==> src/hw/hbs_cfg.svh <==
// offsets, reset values, ranges and timing counts for the holding brake sequencer
`ifndef HBS_CFG_SVH
`define HBS_CFG_SVH

// ****************************************************************
// register word offsets
// ****************************************************************
`define HBS_ADDR_W           3
`define HBS_OFS_CMD_DLY      3'h0
`define HBS_OFS_STILL_DLY    3'h1
`define HBS_OFS_SPD_THR      3'h2
`define HBS_OFS_WAIT_TIME    3'h3
`define HBS_OFS_DO_CFG       3'h4
`define HBS_OFS_STATUS       3'h5

// ****************************************************************
// reset values (ms, 0.1 rpm for the threshold, function 18 for the terminal config)
// ****************************************************************
`define HBS_RST_CMD_DLY      16'h00FA
`define HBS_RST_STILL_DLY    16'h0096
`define HBS_RST_SPD_THR      16'h0064
`define HBS_RST_WAIT_TIME    16'h01F4
`define HBS_RST_DO_CFG       16'h0012

// ****************************************************************
// legal ranges, writes are clamped into them
// ****************************************************************
`define HBS_MIN_CMD_DLY      16'h0014
`define HBS_MAX_CMD_DLY      16'h01F4
`define HBS_MIN_STILL_DLY    16'h0001
`define HBS_MAX_STILL_DLY    16'h03E8
`define HBS_MIN_SPD_THR      16'h0000
`define HBS_MAX_SPD_THR      16'h7530
`define HBS_MIN_WAIT_TIME    16'h0001
`define HBS_MAX_WAIT_TIME    16'h7530

// ****************************************************************
// terminal configuration fields
// ****************************************************************
`define HBS_FN_LSB           0
`define HBS_FN_W             5
`define HBS_POL_BIT          8
`define HBS_FN_BRAKE         5'h12

// ****************************************************************
// timing
// ****************************************************************
`define HBS_CLK_HZ           40000000
`define HBS_TICK_MS          1
`define HBS_TICK_CYCLES      ((`HBS_CLK_HZ / 1000) * `HBS_TICK_MS)
`define HBS_ROT_HOLD_MS      16'h0028

`endif

==> src/hw/hbs_pkg.sv <==
// types shared by the holding brake sequencer modules
package hbs_pkg;

  // ****************************************************************
  // sequencer states, gray coded from off through run and the rotating stop to hold
  // ****************************************************************
  typedef enum logic [2:0] {
    HBS_OFF      = 3'h0,  // motor off, brake applied
    HBS_CMD_WAIT = 3'h1,  // brake released, commands not yet allowed
    HBS_RUN      = 3'h3,  // running, commands allowed
    HBS_ROT_STOP = 3'h2,  // zero-speed stop, brake still released
    HBS_HOLD     = 3'h6   // brake applied, motor still energised
  } hbs_state_t;

  typedef logic [15:0] hbs_word_t;  // register and ms count width

endpackage : hbs_pkg

==> src/hw/hbs_tmr_if.sv <==
// carrier between the sequencer and its millisecond timer
`timescale 1ns/1ps
interface hbs_tmr_if;
  logic                clr;      // restart the count from zero
  hbs_pkg::hbs_word_t  elapsed;  // whole ms since the last restart

  modport seq (output clr, input elapsed);
  modport tmr (input clr, output elapsed);
endinterface : hbs_tmr_if

==> src/hw/hbs_ms_timer.sv <==
// millisecond tick prescaler and elapsed-ms counter
`timescale 1ns/1ps
`include "hbs_cfg.svh"
module hbs_ms_timer #(
  parameter int unsigned TICK_CYCLES = `HBS_TICK_CYCLES
) (
  // clock, reset, enable
  input  wire logic clk,
  input  wire logic rstn,
  input  wire logic ce,
  // sequencer side
  hbs_tmr_if.tmr    tmr
);

  logic [31:0]        pre_reg;      // cycles within the current ms
  logic [31:0]        pre_next;
  hbs_pkg::hbs_word_t ms_reg;       // elapsed whole ms, saturating
  hbs_pkg::hbs_word_t ms_next;

  // ****************************************************************
  // next values
  // ****************************************************************
  // the prescaler restarts with the count, so a delay of n ms is n ms
  // to the cycle rather than anywhere between n-1 and n
  always_comb begin
    pre_next = pre_reg;
    ms_next  = ms_reg;
    if (tmr.clr) begin
      pre_next = 32'h0;
      ms_next  = 16'h0;
    end else if (pre_reg == TICK_CYCLES - 1) begin
      pre_next = 32'h0;
      // saturate: a held count must never wrap back below a limit
      if (ms_reg != 16'hFFFF) begin
        ms_next = ms_reg + 16'h1;
      end
    end else begin
      pre_next = pre_reg + 32'h1;
    end
  end

  // ****************************************************************
  // registers
  // ****************************************************************
  always_ff @(posedge clk) begin
    if (!rstn) begin
      pre_reg <= 32'h0;
      ms_reg  <= 16'h0;
    end else if (ce) begin
      pre_reg <= pre_next;
      ms_reg  <= ms_next;
    end
  end

  assign tmr.elapsed = ms_reg;

endmodule : hbs_ms_timer

==> src/hw/hbs_top.sv <==
// holding brake sequencer: brake output and motor power timing
// Behaviour
// - brake drives terminal only with function 18
// - terminal polarity is selectable
// - enable off: speed picks stationary or rotating
// - enable on: release brake, energise together
// - stationary: brake drops with enable
// - stationary: energised for standstill delay after
// - rotating: zero-speed stop, brake held released
// - rotating: brake drops at threshold speed
// - rotating: brake drops on wait timeout
// - rotating: energised fixed hold after drop
// - fault: power off and brake drop immediately
`timescale 1ns/1ps
`include "hbs_cfg.svh"
module hbs_top #(
  parameter int unsigned        TICK_CYCLES = `HBS_TICK_CYCLES,
  parameter hbs_pkg::hbs_word_t ROT_HOLD_MS = `HBS_ROT_HOLD_MS
) (
  // clock, reset, enable
  input  wire logic                     clk,
  input  wire logic                     rstn,
  input  wire logic                     ce,
  // host and drive inputs
  input  wire logic                     servo_en,
  input  wire logic                     drive_fault,
  input  wire logic [15:0]              motor_speed,
  // register port
  input  wire logic [`HBS_ADDR_W-1:0]   reg_addr,
  input  wire logic [15:0]              reg_wdata,
  input  wire logic                     reg_wr,
  input  wire logic                     reg_rd,
  output logic      [15:0]              reg_rdata,
  // power stage and terminal
  output logic                          brake_drive_signal,
  output logic                          motor_energize,
  output logic                          zero_speed_stop,
  output logic                          cmd_ready
);

  // ****************************************************************
  // declarations
  // ****************************************************************
  hbs_tmr_if           tmr_if ();        // link to the ms timer
  logic                en_s1_reg;        // enable synchroniser, stage 1
  logic                en_s2_reg;        // enable synchroniser, stage 2
  hbs_pkg::hbs_word_t  cmd_dly_reg;      // release to command delay
  hbs_pkg::hbs_word_t  cmd_dly_next;
  hbs_pkg::hbs_word_t  still_dly_reg;    // standstill power-off delay
  hbs_pkg::hbs_word_t  still_dly_next;
  hbs_pkg::hbs_word_t  spd_thr_reg;      // speed threshold, 0.1 rpm
  hbs_pkg::hbs_word_t  spd_thr_next;
  hbs_pkg::hbs_word_t  wait_time_reg;    // rotating brake wait time
  hbs_pkg::hbs_word_t  wait_time_next;
  hbs_pkg::hbs_word_t  do_cfg_reg;       // terminal function and polarity
  hbs_pkg::hbs_word_t  do_cfg_next;
  hbs_pkg::hbs_word_t  rdata_reg;        // read data, one cycle late
  hbs_pkg::hbs_word_t  rdata_next;
  hbs_pkg::hbs_state_t state_reg;        // sequencer state
  hbs_pkg::hbs_state_t state_next;
  logic                hold_fixed_reg;   // hold uses the fixed time
  logic                hold_fixed_next;
  logic                release_reg;      // brake released (asserted)
  logic                release_next;
  logic                energ_reg;        // motor energised
  logic                energ_next;
  logic                zstop_reg;        // zero-speed stop request
  logic                zstop_next;
  logic                ready_reg;        // commands may be sent
  logic                ready_next;
  logic                pin_reg;          // terminal level
  logic                pin_next;
  logic                tmr_clr;          // restart ms count
  hbs_pkg::hbs_word_t  hold_lim;         // current hold limit, ms
  logic                below_thr;        // speed below threshold
  logic                fn_is_brake;      // terminal assigned to brake

  // ****************************************************************
  // clamp a written value into its legal range
  // ****************************************************************
  function automatic hbs_pkg::hbs_word_t clamp(input hbs_pkg::hbs_word_t v,
                                               input hbs_pkg::hbs_word_t lo,
                                               input hbs_pkg::hbs_word_t hi);
    hbs_pkg::hbs_word_t r;
    r = v;
    if (v < lo) begin
      r = lo;
    end else if (v > hi) begin
      r = hi;
    end
    return r;
  endfunction : clamp

  // ****************************************************************
  // millisecond timer
  // ****************************************************************
  // one timer serves every delay: the phases never overlap
  hbs_ms_timer #(
    .TICK_CYCLES (TICK_CYCLES)
  ) u_timer (
    .clk  (clk),
    .rstn (rstn),
    .ce   (ce),
    .tmr  (tmr_if.tmr)
  );
  assign tmr_if.clr = tmr_clr;

  // ****************************************************************
  // servo enable synchroniser
  // ****************************************************************
  // enable comes from the host pin, so it is not on our clock
  always_ff @(posedge clk) begin
    if (!rstn) begin
      en_s1_reg <= 1'b0;
      en_s2_reg <= 1'b0;
    end else if (ce) begin
      en_s1_reg <= servo_en;
      en_s2_reg <= en_s1_reg;
    end
  end

  // ****************************************************************
  // register file: next values
  // ****************************************************************
  // out-of-range writes are clamped rather than refused, so the
  // sequencer never sees a zero or oversize delay
  always_comb begin
    cmd_dly_next   = cmd_dly_reg;
    still_dly_next = still_dly_reg;
    spd_thr_next   = spd_thr_reg;
    wait_time_next = wait_time_reg;
    do_cfg_next    = do_cfg_reg;
    rdata_next     = 16'h0;
    if (reg_wr) begin
      unique case (reg_addr)
        `HBS_OFS_CMD_DLY: begin
          cmd_dly_next = clamp(reg_wdata, `HBS_MIN_CMD_DLY, `HBS_MAX_CMD_DLY);
        end
        `HBS_OFS_STILL_DLY: begin
          still_dly_next = clamp(reg_wdata, `HBS_MIN_STILL_DLY, `HBS_MAX_STILL_DLY);
        end
        `HBS_OFS_SPD_THR: begin
          spd_thr_next = clamp(reg_wdata, `HBS_MIN_SPD_THR, `HBS_MAX_SPD_THR);
        end
        `HBS_OFS_WAIT_TIME: begin
          wait_time_next = clamp(reg_wdata, `HBS_MIN_WAIT_TIME, `HBS_MAX_WAIT_TIME);
        end
        `HBS_OFS_DO_CFG: begin
          // only the function field and polarity bit are kept
          do_cfg_next = 16'h0;
          do_cfg_next[`HBS_FN_LSB +: `HBS_FN_W] = reg_wdata[`HBS_FN_LSB +: `HBS_FN_W];
          do_cfg_next[`HBS_POL_BIT] = reg_wdata[`HBS_POL_BIT];
        end
        default: begin
          // unmapped or read-only: write ignored
        end
      endcase
    end
    if (reg_rd) begin
      unique case (reg_addr)
        `HBS_OFS_CMD_DLY:   rdata_next = cmd_dly_reg;
        `HBS_OFS_STILL_DLY: rdata_next = still_dly_reg;
        `HBS_OFS_SPD_THR:   rdata_next = spd_thr_reg;
        `HBS_OFS_WAIT_TIME: rdata_next = wait_time_reg;
        `HBS_OFS_DO_CFG:    rdata_next = do_cfg_reg;
        `HBS_OFS_STATUS: begin
          // live state of the sequencer
          rdata_next = {7'h0, state_reg, en_s2_reg, drive_fault,
                        ready_reg, zstop_reg, energ_reg, release_reg};
        end
        default: begin
          rdata_next = 16'h0;  // unmapped reads as zero
        end
      endcase
    end
  end

  // ****************************************************************
  // register file: registers
  // ****************************************************************
  always_ff @(posedge clk) begin
    if (!rstn) begin
      cmd_dly_reg   <= `HBS_RST_CMD_DLY;
      still_dly_reg <= `HBS_RST_STILL_DLY;
      spd_thr_reg   <= `HBS_RST_SPD_THR;
      wait_time_reg <= `HBS_RST_WAIT_TIME;
      do_cfg_reg    <= `HBS_RST_DO_CFG;
      rdata_reg     <= 16'h0;
    end else if (ce) begin
      cmd_dly_reg   <= cmd_dly_next;
      still_dly_reg <= still_dly_next;
      spd_thr_reg   <= spd_thr_next;
      wait_time_reg <= wait_time_next;
      do_cfg_reg    <= do_cfg_next;
      rdata_reg     <= rdata_next;
    end
  end

  // ****************************************************************
  // sequencer: next values
  // ****************************************************************
  assign below_thr   = motor_speed < spd_thr_reg;
  assign fn_is_brake = do_cfg_reg[`HBS_FN_LSB +: `HBS_FN_W] == `HBS_FN_BRAKE;
  // limits are read live, so a changed delay applies at once
  assign hold_lim    = hold_fixed_reg ? ROT_HOLD_MS : still_dly_reg;

  always_comb begin
    state_next      = state_reg;
    hold_fixed_next = hold_fixed_reg;
    tmr_clr         = 1'b0;
    if (drive_fault) begin
      // fault overrides any sequence in progress
      state_next = hbs_pkg::HBS_OFF;
      tmr_clr    = 1'b1;
    end else begin
      unique case (state_reg)
        hbs_pkg::HBS_OFF: begin
          // enable is taken as a level; a hold is always finished first
          if (en_s2_reg) begin
            state_next = hbs_pkg::HBS_CMD_WAIT;
            tmr_clr    = 1'b1;
          end
        end
        hbs_pkg::HBS_CMD_WAIT, hbs_pkg::HBS_RUN: begin
          if (!en_s2_reg) begin
            tmr_clr = 1'b1;
            if (below_thr) begin
              state_next      = hbs_pkg::HBS_HOLD;
              hold_fixed_next = 1'b0;
            end else begin
              state_next = hbs_pkg::HBS_ROT_STOP;
            end
          end else if (state_reg == hbs_pkg::HBS_CMD_WAIT &&
                       tmr_if.elapsed >= cmd_dly_reg) begin
            state_next = hbs_pkg::HBS_RUN;
          end
        end
        hbs_pkg::HBS_ROT_STOP: begin
          // whichever comes first: threshold reached or wait timed out
          if (motor_speed <= spd_thr_reg || tmr_if.elapsed >= wait_time_reg) begin
            state_next      = hbs_pkg::HBS_HOLD;
            hold_fixed_next = 1'b1;
            tmr_clr         = 1'b1;
          end
        end
        hbs_pkg::HBS_HOLD: begin
          if (tmr_if.elapsed >= hold_lim) begin
            state_next = hbs_pkg::HBS_OFF;
            tmr_clr    = 1'b1;
          end
        end
        default: begin
          // illegal code: fall back to the safe state
          state_next = hbs_pkg::HBS_OFF;
          tmr_clr    = 1'b1;
        end
      endcase
    end
    // outputs follow the next state so they change with the transition
    release_next = state_next inside {hbs_pkg::HBS_CMD_WAIT, hbs_pkg::HBS_RUN,
                                      hbs_pkg::HBS_ROT_STOP};
    energ_next   = state_next != hbs_pkg::HBS_OFF;
    zstop_next   = state_next == hbs_pkg::HBS_ROT_STOP;
    ready_next   = state_next == hbs_pkg::HBS_RUN;
    // unassigned terminal rests low whatever the polarity
    pin_next     = fn_is_brake & (release_next ^ do_cfg_reg[`HBS_POL_BIT]);
  end

  // ****************************************************************
  // sequencer: registers
  // ****************************************************************
  always_ff @(posedge clk) begin
    if (!rstn) begin
      state_reg      <= hbs_pkg::HBS_OFF;
      hold_fixed_reg <= 1'b0;
      release_reg    <= 1'b0;
      energ_reg      <= 1'b0;
      zstop_reg      <= 1'b0;
      ready_reg      <= 1'b0;
      pin_reg        <= 1'b0;
    end else if (ce) begin
      state_reg      <= state_next;
      hold_fixed_reg <= hold_fixed_next;
      release_reg    <= release_next;
      energ_reg      <= energ_next;
      zstop_reg      <= zstop_next;
      ready_reg      <= ready_next;
      pin_reg        <= pin_next;
    end
  end

  // ****************************************************************
  // outputs, all straight from flip-flops
  // ****************************************************************
  assign reg_rdata          = rdata_reg;
  assign brake_drive_signal = pin_reg;
  assign motor_energize     = energ_reg;
  assign zero_speed_stop    = zstop_reg;
  assign cmd_ready          = ready_reg;

endmodule : hbs_top

==> config.mk <==
export PLATFORM = sky130hd
export DESIGN_NAME = hbs_top
export DESIGN_NICKNAME = d
export VERILOG_FILES = /design/src/hw/hbs_pkg.sv /design/src/hw/hbs_tmr_if.sv /design/src/hw/hbs_ms_timer.sv /design/src/hw/hbs_top.sv
export VERILOG_INCLUDE_DIRS = /design/src /design/src/hw
export SDC_FILE = /design/constraint.sdc
export NUM_CORES = 1
export LEC_CHECK = 0
export BUFFER_PORTS_ARGS = -buffer_cell sky130_fd_sc_hd__buf_2
export CAP_MARGIN = 20
export CORE_MARGIN = 5
export CORE_UTILIZATION = 30
export CTS_CLUSTER_SIZE = 20
export DETAILED_ROUTE_END_ITERATION = 7
export SLEW_MARGIN = 20
export SYNTH_ARGS = -nofsm -noshare
export SYNTH_HDL_FRONTEND = slang
export SYNTH_SLANG_ARGS = --single-unit
==> constraint.sdc <==
create_clock -name clk -period 3.5 [get_ports clk]
set_clock_uncertainty 0.15 [all_clocks]
set_input_delay 0.7 -clock clk [delete_from_list [all_inputs] [get_ports clk]]
set_output_delay 0.7 -clock clk [all_outputs]
set_load 0.02 [all_outputs]
==> results of run 1 <==
cells in the final DEF, fill, tap and decap left out, types with 17 or more instances in the layout:
cell type,synthesis,routed
a21oi_1,75,75
and3_1,17,17
buf_2,0,61
buf_4,0,32
clkbuf_16,0,17
dfxtp_1,145,144
ha_1,66,66
inv_1,55,55
nand2_1,76,76
nand2b_1,26,26
nand3_1,42,42
nand4_1,24,24
nor2_1,109,109
nor3_1,23,23
o21ai_0,48,47
xor2_1,25,25
routing by layer:
metal / vias to the layer above / track usage (%) / share of wire (%)
li1: 3633 / - / -
met3: 32 / 3.175 / 4.7
met4: 0 / 5.081 / 2.2
met5: - / 0 / 0
met1: 3451 / 20.51 / 46
met2: 175 / 25.43 / 47
metrics by stage:
step	util [%]	instance area, µm²	hold WS (ns)	total power (W)	setup TNS (ns)
after floorplan	-	8092	0.2891	0.001888	0
after global placement	33.30	8900	0.3028	0.002002	-0.01415
after detailed placement	33.30	8900	0.3034	0.002005	-0.01232
after CTS	35.36	9449	0.3130	0.003731	0
after global routing	35.36	9450	0.3402	0.003837	0
final	35.37	9453	0.3110	0.003693	0
final cells by class:
cell class                 instances  area (µm²)  area share, %
clock inverter                    14       120.1          1.271
sequential                       145        2904          30.72
clock buffer                      18       429.2          4.540
timing repair buffer              94       565.5          5.983
tap                              341       426.7          4.514
antenna                            1       2.502        0.02647
inverter                          57       214.0          2.263
multi-input combinational        724        4791          50.68
tightest hold or removal path, cell delays in order (launching register included):
cell	delay [ns]
dfxtp_1	0.30
nand2_1	0.06
a21oi_1	0.05
logic make-up (layout without fill, tap and decap cells):
family | count (synthesis) | in the layout | share of synthesized area, %
AO/OA/AOI/OAI | 216 | 216 | 17.16
XOR/XNOR | 32 | 32 | 3.464
adder cells (fa/ha/maj) | 66 | 66 | 10.21
buffers and inverters | 107 | 183 | 4.964
flip-flops | 145 | 145 | 35.87
multiplexers | 27 | 27 | 4.763
other | 0 | 1 | 0
AND/OR/NAND/NOR | 383 | 383 | 23.57
power groups by stage:
| stage | logic (W) | registers [W] | clock network (W) |
|---|---|---|---|
| final | 0.000287 | 0.00168 | 0.00173 |
| after global routing | 0.000318 | 0.00168 | 0.00184 |
| after CTS | 0.000288 | 0.00168 | 0.00176 |
| after detailed placement | 0.000287 | 0.00172 | 0 |
| after global placement | 0.000284 | 0.00172 | 0 |
| after floorplan | 0.000170 | 0.00172 | 0 |
path summary, 6_finish.rpt:
check | start | endpoint | slack, ns | cells past startpoint
setup / recovery | u_timer.tmr.elapsed[9] | zero_speed_stop | 0.30 | 9
hold / removal | reg_rdata[12] | reg_rdata[12] | 0.31 | 2
setup reg to reg | u_timer.tmr.elapsed[9] | zero_speed_stop | 0.30 | 9
hold reg to reg | reg_rdata[12] | reg_rdata[12] | 0.31 | 2
==> run metrics, run 1 <==
fillers 2,790; Area Overhead vs Synth 16.82%; Core ar. 26,730 µm²; post-synth cell types 67; DP Cell Count 1,361; Die X 174.2 µm; CTS Buf Count 17; synthesized area 8092 µm²; die area 30,360 µm²; initial antenna violation count 0; Worst VDD drop 265.9 µV; Final HPWL DP 17.83 mm; Yosys top cell by area dfxtp_1; worst-skew pair later-pin latency 0.43 ns; Slew headroom 35.78%; H-tree Lvls 4; pre-CTS WS -0.01232 ns; Post-DRT Antenna Nets 0; Max Cap Viol 0; Warnings, synthesis 0; async set or reset register ratio after synthesis 0%; Synth Instances 976; synthesis-stage register bit count 145; layout cell share with drive strength beyond 1 13.97%; gr ovfl total 0; count leader, synth dfxtp_1; sw power 0.0009956 W; clk root buf clkbuf_16; switching part of the total power 26.96%; CP bufs+invs 0; Synth top area share 35.87%; Synth Area per Inst 8.290 µm²; worst-case clock buffer depth 2; Final setup violation count 0; # IOs 62; worst-path maximum fanout 8; Port Buf Inserts 61; vias in the first global route 7,001; Largest register FFs 32; number of hold buffers added after cts 0; fmax 312.2 MHz; final net count 1,147; most numerous cell on the critical path a21oi_1; power density cells 390.7 nW/µm²; outcome finished, final reports clean; clk sinks 145; CP endpoint kind register; syn nets 1,084; Period minus WS final 3.203 ns; total number of vias 7,291; CP Cell Sequence ha_1, a21oi_1, o21ai_0, a211oi_1, or3_1, a311o_1, a21oi_1, or4b_1, a21oi_1; gpl congestion 0.9095; final setup margin 0.2971 ns; largest net degree at the start of global routing 47; Detailed Routing Iterations Pass 1 5; num rows 60; Setup CP Type register to register; max-slew violations 0; Die H 174.2 µm; DRC marker count from the first detailed-route iteration 518; # DRC 0; CP startpoint kind register; All-Layer GR Usage 15.53%; Synth area leaders dfxtp_1 36%, ha_1 10%, nor2_1 5.1%; Post-synth EDFFs 0; max incr delay on CP 0.46 ns; measured slew at the worst slew-check pin 0.9597 ns; crit share post-route 91.51%; power share of the sequential group 45.5%; Post-CTS Setup Repair Bufs 0; initial core utilization 30.28%; Hold Vio Cnt, Final 0; unrepaired setup endpoints after global routing false; Synth top cells by count 145 x dfxtp_1, 109 x nor2_1, 76 x nand2_1; Crit-path slowest cell or4b_1; Lkg Pwr 3.846 nW; internal power 0.002698 W; Routed WL per cell 16.77 µm; critical path's top delay family compound AO/OA/AOI/OAI gates; part of the power in the clock network 46.7%; HP Class register to register; post_cts resized 0; Vias/cell 5.230; Comb power frac 7.8%; CP required 3.71 ns; Non-Filler Instances 1,394; CTS tree done; clk slew on worst S/H paths 0.06 ns; drt total wl 23.38 mm; ys flop type dfxtp_1; WP data arrival 3.41 ns; first-pass GRT wire length 37.92 mm; sequential-to-total area share from yosys stat 35.87%
No activity file was read; power rests on OpenSTA's default activity.
==> run 2, diff against run 1 <==
- CORE_UTILIZATION: 30 -> 60
- PLACE_DENSITY: not set -> 0.8
==> run metrics, run 2 (synthesized netlist as in run 1, its figures left out) <==
drt total wl 21.67 mm (-7.3%); Detailed Routing Iterations Pass 1 5 (unchanged); Routed WL per cell 17.88 µm (+6.6%); Die X 126.1 µm (-28%); crit share post-route 93.65% (+2.1 points); # DRC 0 (unchanged); # IOs 62 (unchanged); final net count 1,133 (-1.2%); WP data arrival 3.50 ns (+0.09 ns); number of hold buffers added after cts 0 (unchanged); DRC marker count from the first detailed-route iteration 577 (+11%); gpl congestion 0.9031 (-0.70%); fillers 1,106 (-60%); max incr delay on CP 0.52 ns (+0.06 ns); power density cells 421.5 nW/µm² (+7.9%); All-Layer GR Usage 27.20% (+12 points); gr ovfl total 0 (unchanged); Core ar. 13,240 µm² (-50%); vias in the first global route 7,019 (+0.26%); # diodes 0 (-1); CTS Buf Count 17 (unchanged); Port Buf Inserts 61 (unchanged); die area 15,910 µm² (-48%); Lkg Pwr 3.827 nW (-0.50%); outcome finished, final reports clean; first-pass GRT wire length 35.18 mm (-7.2%); clk slew on worst S/H paths 0.06 ns (about the same); Final HPWL DP 15.67 mm (-12%); final setup margin 0.2222 ns (-0.07497 ns); worst-path maximum fanout 7 (-1); measured slew at the worst slew-check pin 0.9957 ns (+0.03593 ns); clk root buf clkbuf_16; worst-skew pair later-pin latency 0.43 ns (about the same); Post-DRT Antenna Nets 0 (unchanged); unrepaired setup endpoints after global routing false; clk sinks 145 (unchanged); Period minus WS final 3.278 ns (+0.07497 ns); Hold Vio Cnt, Final 0 (unchanged); largest net degree at the start of global routing 47 (unchanged); pre-CTS WS 0.05706 ns (+0.06939 ns); commonest non-fill, non-tap cells in the layout 144 x dfxtp_1, 109 x nor2_1, 76 x nand2_1; num rows 42 (-30%); CP endpoint kind register; HP Class register to register; commonest non-fill, non-tap cell in the layout dfxtp_1; Max Cap Viol 0 (unchanged); H-tree Lvls 4 (unchanged); Vias/cell 6.139 (+17%); CP required 3.72 ns (about the same); layout cell share with drive strength beyond 1 13.03% (-0.94 points); CP startpoint kind register; CTS tree done; Worst VDD drop 324.8 µV (+22%); Multi-input gate area 4805 µm² (+0.29%); Area Overhead vs Synth 14.09%; Register Area 2907 µm² (about the same); CP Cell Sequence inv_1, ha_1, nor2_1, a21oi_1, o311ai_0, nand4b_1, a211o_1, a31o_1, or4_1, nand2_1; Die H 126.1 µm (-28%); Setup TNS 0 ns (unchanged); Final setup violation count 0 (unchanged); worst-case clock buffer depth 2 (unchanged); fmax 305.1 MHz (-2.3%); initial core utilization 61.10% (+31 points); Largest register FFs 32 (unchanged); Slew headroom 33.45% (-2.3 points); max-slew violations 0 (unchanged); total number of vias 7,440 (+2.0%); Crit-path slowest cell or4_1; initial antenna violation count 0 (unchanged); Setup CP Type register to register
## run 2: timing repair
item	in CTS	in global routing
resized for setup	2	3
pin swaps	0	1
buffers inserted	0	1
endpoints found under the setup margin	10	20
## run 2: worst paths after layout
| path | depth (start not counted) | start | slack (ns) | endpoint |
|---|---|---|---|---|
| hold / removal | 2 | reg_rdata[10] | 0.31 | reg_rdata[10] |
| hold reg to reg | 2 | reg_rdata[10] | 0.31 | reg_rdata[10] |
| setup reg to reg | 10 | u_timer.tmr.elapsed[0] | 0.22 | u_timer.tmr.elapsed[11] |
| setup / recovery | 10 | u_timer.tmr.elapsed[0] | 0.22 | u_timer.tmr.elapsed[11] |
## run 2: final cells by class
class	count	share of cell area [%]
Timing Repair Buffer	80	4.988
Sequential cell	145	31.49
Inverter	57	2.318
Multi-Input combinational cell	724	52.05
Clock buffer	20	5.056
Clock inverter	10	1.721
Tap cell	176	2.385
## run 2: power by group
group / leakage, nW / internal (W) / switching, W
clock: 0.304 / 0.00124 / 0.000692
combinational: 2.35 / 0.0000999 / 0.000180
sequential: 1.17 / 0.00167 / 0.0000147
total: 3.83 / 0.00300 / 0.000887
## run 2: critical path, delay by kind of cell, from the launching register on
| kind | cells | cell delay (ns) |
|---|---|---|
| and+or+nand+nor | 4 | 0.97 |
| adders and majority gates | 1 | 0.31 |
| DFF | 1 | 0.42 |
| AOI/OAI and AO/OA | 4 | 1.23 |
| buffers and inverters | 1 | 0.14 |
## run 2: through the flow
| step | area (µm²) | hold slack [ns] | power, W | util [%] | instances |
|---|---|---|---|---|---|
| after global routing | 9231 | 0.3338 | 0.004006 | 69.71 | 1212 |
| after CTS | 9211 | 0.3126 | 0.003897 | 69.56 | 1211 |
| after floorplan | 8092 | 0.2891 | 0.001888 | - | 976 |
| final | 9231 | 0.3096 | 0.003891 | 69.71 | 1212 |
| after detailed placement | 8581 | 0.3041 | 0.001991 | 64.80 | 1181 |
| after global placement | 8581 | 0.2992 | 0.001986 | 64.80 | 1181 |
## run 2: per-layer routing
metal / GRT usage (%) / up-vias / wire [µm] / share of wire, %
met2: 43.00 / 302 / 10030 / 46
met5: 0 / - / 0 / 0
met3: 5.419 / 60 / 1463 / 6.8
met4: 11.55 / 0 / 722 / 3.3
li1: - / 3600 / - / -
met1: 36.36 / 3478 / 9457 / 44
==> run 3, diff against run 2 <==
- ABC_AREA: not set -> 1
- CORE_ASPECT_RATIO: not set -> 0.7
- PLACE_DENSITY: 0.8 -> 0.79
==> run metrics, run 3 <==
All-Layer GR Usage 28.21% (+1.0 points); initial core utilization 61.10% (about the same); H-tree Lvls 4 (unchanged); Detailed Routing Iterations Pass 1 5 (unchanged); fmax 336.7 MHz (+10%); CTS tree done; Post-synth EDFFs 0 (unchanged); vias in the first global route 7,656 (+9.1%); layout cell share with drive strength beyond 1 10.95% (-2.1 points); clk slew on worst S/H paths 0.06 ns (about the same); HP Class register to register; Area after DPL 8961 µm² (+4.4%); unrepaired setup endpoints after global routing false; Die H 109.4 µm (-13%); Routed WL per cell 15.88 µm (-11%); sequential-to-total area share from yosys stat 34.24% (-1.6 points); Period minus WS final 2.970 ns (-0.3076 ns); commonest non-fill, non-tap cells in the layout 229 x nand2_1, 149 x inv_1, 145 x dfxtp_1; async set or reset register ratio after synthesis 0% (unchanged); largest net degree at the start of global routing 40 (-15%); CP endpoint kind register; DP Cell Count 1,436 (+22%); Synth area leaders dfxtp_1 34%, nand2_1 10%, ha_1 9.7%; first-pass GRT wire length 37.98 mm (+8.0%); post_cts resized 0 (-2); Die X 152.1 µm (+21%); Post-DRT Antenna Nets 0 (unchanged); drt total wl 23.34 mm (+7.7%); syn nets 1,319 (+22%); Final Total Pwr 0.003875 W (-0.42%); sw power 0.0009641 W (+8.7%); # DRC 0 (unchanged); Area Overhead vs Synth 12.84%; Comb power frac 7.9% (+0.7 points); WP data arrival 3.12 ns (-0.38 ns); num rows 36 (-14%); synthesis-stage register bit count 145 (unchanged); Core ar. 13,870 µm² (+4.8%); reg-to-reg slack, setup 0.53 ns (+0.31 ns); power share of the sequential group 43.6% (+0.4 points); internal power 0.002911 W (-3.1%); worst-path maximum fanout 17 (+10); die area 16,640 µm² (+4.6%); Slew headroom 44.50% (+11 points); worst-skew pair later-pin latency 0.43 ns (about the same); switching part of the total power 24.88% (+2.1 points); clk sinks 145 (unchanged); worst-case clock buffer depth 2 (unchanged); Synth Instances 1,211 (+24%); measured slew at the worst slew-check pin 0.8261 ns (-0.1696 ns); commonest non-fill, non-tap cell in the layout nand2_1; number of hold buffers added after cts 0 (unchanged); part of the power in the clock network 48.5% (-1.1 points); # IOs 62 (unchanged); gr ovfl total 0 (unchanged); post-route cell area 9565 µm² (+3.6%); Post-CTS Setup Repair Bufs 0 (unchanged); Non-Filler Instances 1,469 (+21%); outcome finished, final reports clean; Vias/cell 5.650 (-8.0%); CP startpoint kind register; final net count 1,373 (+21%); Hold Slack 0.3141 ns (+0.004480 ns); max-slew violations 0 (unchanged); Warnings, synthesis 0 (unchanged); CTS Buf Count 17 (unchanged); Port Buf Inserts 61 (unchanged); Yosys top cell by area dfxtp_1; Worst VDD drop 311.9 µV (-4.0%); Max Cap Viol 0 (unchanged); Hold Path Stages 2 (unchanged); Setup CP Type register to register; gpl congestion 0.9214 (+2.0%); Synth top cells by count 229 x nand2_1, 150 x inv_1, 145 x dfxtp_1; synthesized area 8477 µm² (+4.8%); total number of vias 8,300 (+12%); Largest register FFs 32 (unchanged); clk root buf clkbuf_16; R2R depth 16 (+6); Hold Vio Cnt, Final 0 (unchanged); CP required 3.65 ns (-0.07 ns); Lkg Pwr 3.997 nW (+4.5%); Setup TNS 0 ns (unchanged); Final HPWL DP 17.27 mm (+10%); ys flop type dfxtp_1; Synth top area share 34.24% (-1.6 points); Final setup violation count 0 (unchanged); power density cells 405.1 nW/µm² (-3.9%); crit share post-route 84.86% (-8.8 points); post-synth cell types 48 (-28%); Synth Area per Inst 7.000 µm² (-16%); initial antenna violation count 0 (unchanged); count leader, synth nand2_1; DRC marker count from the first detailed-route iteration 756 (+31%)
-- run 3: changes by cell type after synthesis, moves of 11 or more --
| cell | previous run | this run |
|---|---|---|
| and3_1 | 17 | 2 |
| a21oi_1 | 75 | 118 |
| clkbuf_1 | 44 | 28 |
| o21ai_0 | 48 | 59 |
| nand3_1 | 42 | 62 |
| nand2b_1 | 26 | 0 |
| nor3_1 | 23 | 50 |
| nor2_1 | 109 | 134 |
| o22ai_1 | 2 | 19 |
| or3_1 | 13 | 0 |
| mux2i_1 | 16 | 0 |
| nand2_1 | 76 | 229 |
| inv_1 | 55 | 150 |
-- run 3: worst paths after layout --
check	startpoint	end
setup / recovery	hold_fixed_reg	u_timer.tmr.elapsed[3]
hold / removal	reg_rdata[3]	reg_rdata[3]
setup reg to reg	hold_fixed_reg	u_timer.tmr.elapsed[3]
hold reg to reg	reg_rdata[3]	reg_rdata[3]
-- run 3: power by group through the flow --
stage | Sequential [W] | Clock (W) | Combinational, W
finish | 0.00169 | 0.00188 | 0.000306
global route | 0.00169 | 0.00198 | 0.000338
global placement | 0.00172 | 0 | 0.000293
floorplan | 0.00173 | 0 | 0.000191
CTS | 0.00169 | 0.00189 | 0.000300
detailed placement | 0.00172 | 0 | 0.000299
-- run 3: per-layer routing --
metal | routed length [µm] | vias to the layer above | global-route usage [%] | part of all wire, %
met2 | 9815 | 349 | 43.82 | 42
met3 | 2300 | 35 | 7.671 | 9.9
li1 | - | 4169 | - | -
met1 | 10870 | 3747 | 39.29 | 47
met4 | 349 | 0 | 7.056 | 1.5
met5 | 0 | - | 0 | 0
-- run 3: critical path: stages (launching register included) --
cell      delay (ns)
dfxtp_1         0.33
inv_1           0.32
nand2_1         0.10
ha_1            0.31
nand2_1         0.05
inv_1           0.06
nand3_1         0.07
nor3_1          0.24
nand3_1         0.15
nand3_1         0.11
nand2_1         0.05
clkinv_1        0.06
nand2_2         0.08
o211ai_4        0.22
nand2_2         0.32
nand2_1         0.15
a21oi_1         0.07
-- run 3: final cells by class --
class | instances | area [µm²]
Antenna cell | 1 | 2.502
Clock buffer | 20 | 446.7
Clock inverter | 12 | 155.1
Fill cell | 1196 | 4308
Inverter | 160 | 600.6
Multi-Input combinational cell | 866 | 4810
Sequential cell | 145 | 2903
Tap cell | 190 | 237.7
Timing Repair Buffer | 75 | 410.4
-- run 3: kinds of logic (layout without fill, tap and decap cells) --
family	count (synthesis)	in the layout	synth area share [%]
compound gates	252	252	17.05
xor+xnor	27	27	2.790
fa+ha+maj	66	66	9.742
buf+inv	200	267	9.018
flops	145	145	34.24
other cells	0	1	0
simple gates	521	521	27.16
-- run 3: stage by stage --
| step | setup WS, ns | utilization (%) |
|---|---|---|
| 4_1_cts | 0.5496 | 68.93 |
| 3_3_place_gp | 0.5148 | 64.59 |
| 5_1_grt | 0.2903 | 68.93 |
| 3_5_place_dp | 0.4235 | 64.59 |
| 6_report | 0.5298 | 68.95 |
| 2_1_floorplan | 0.9307 | - |
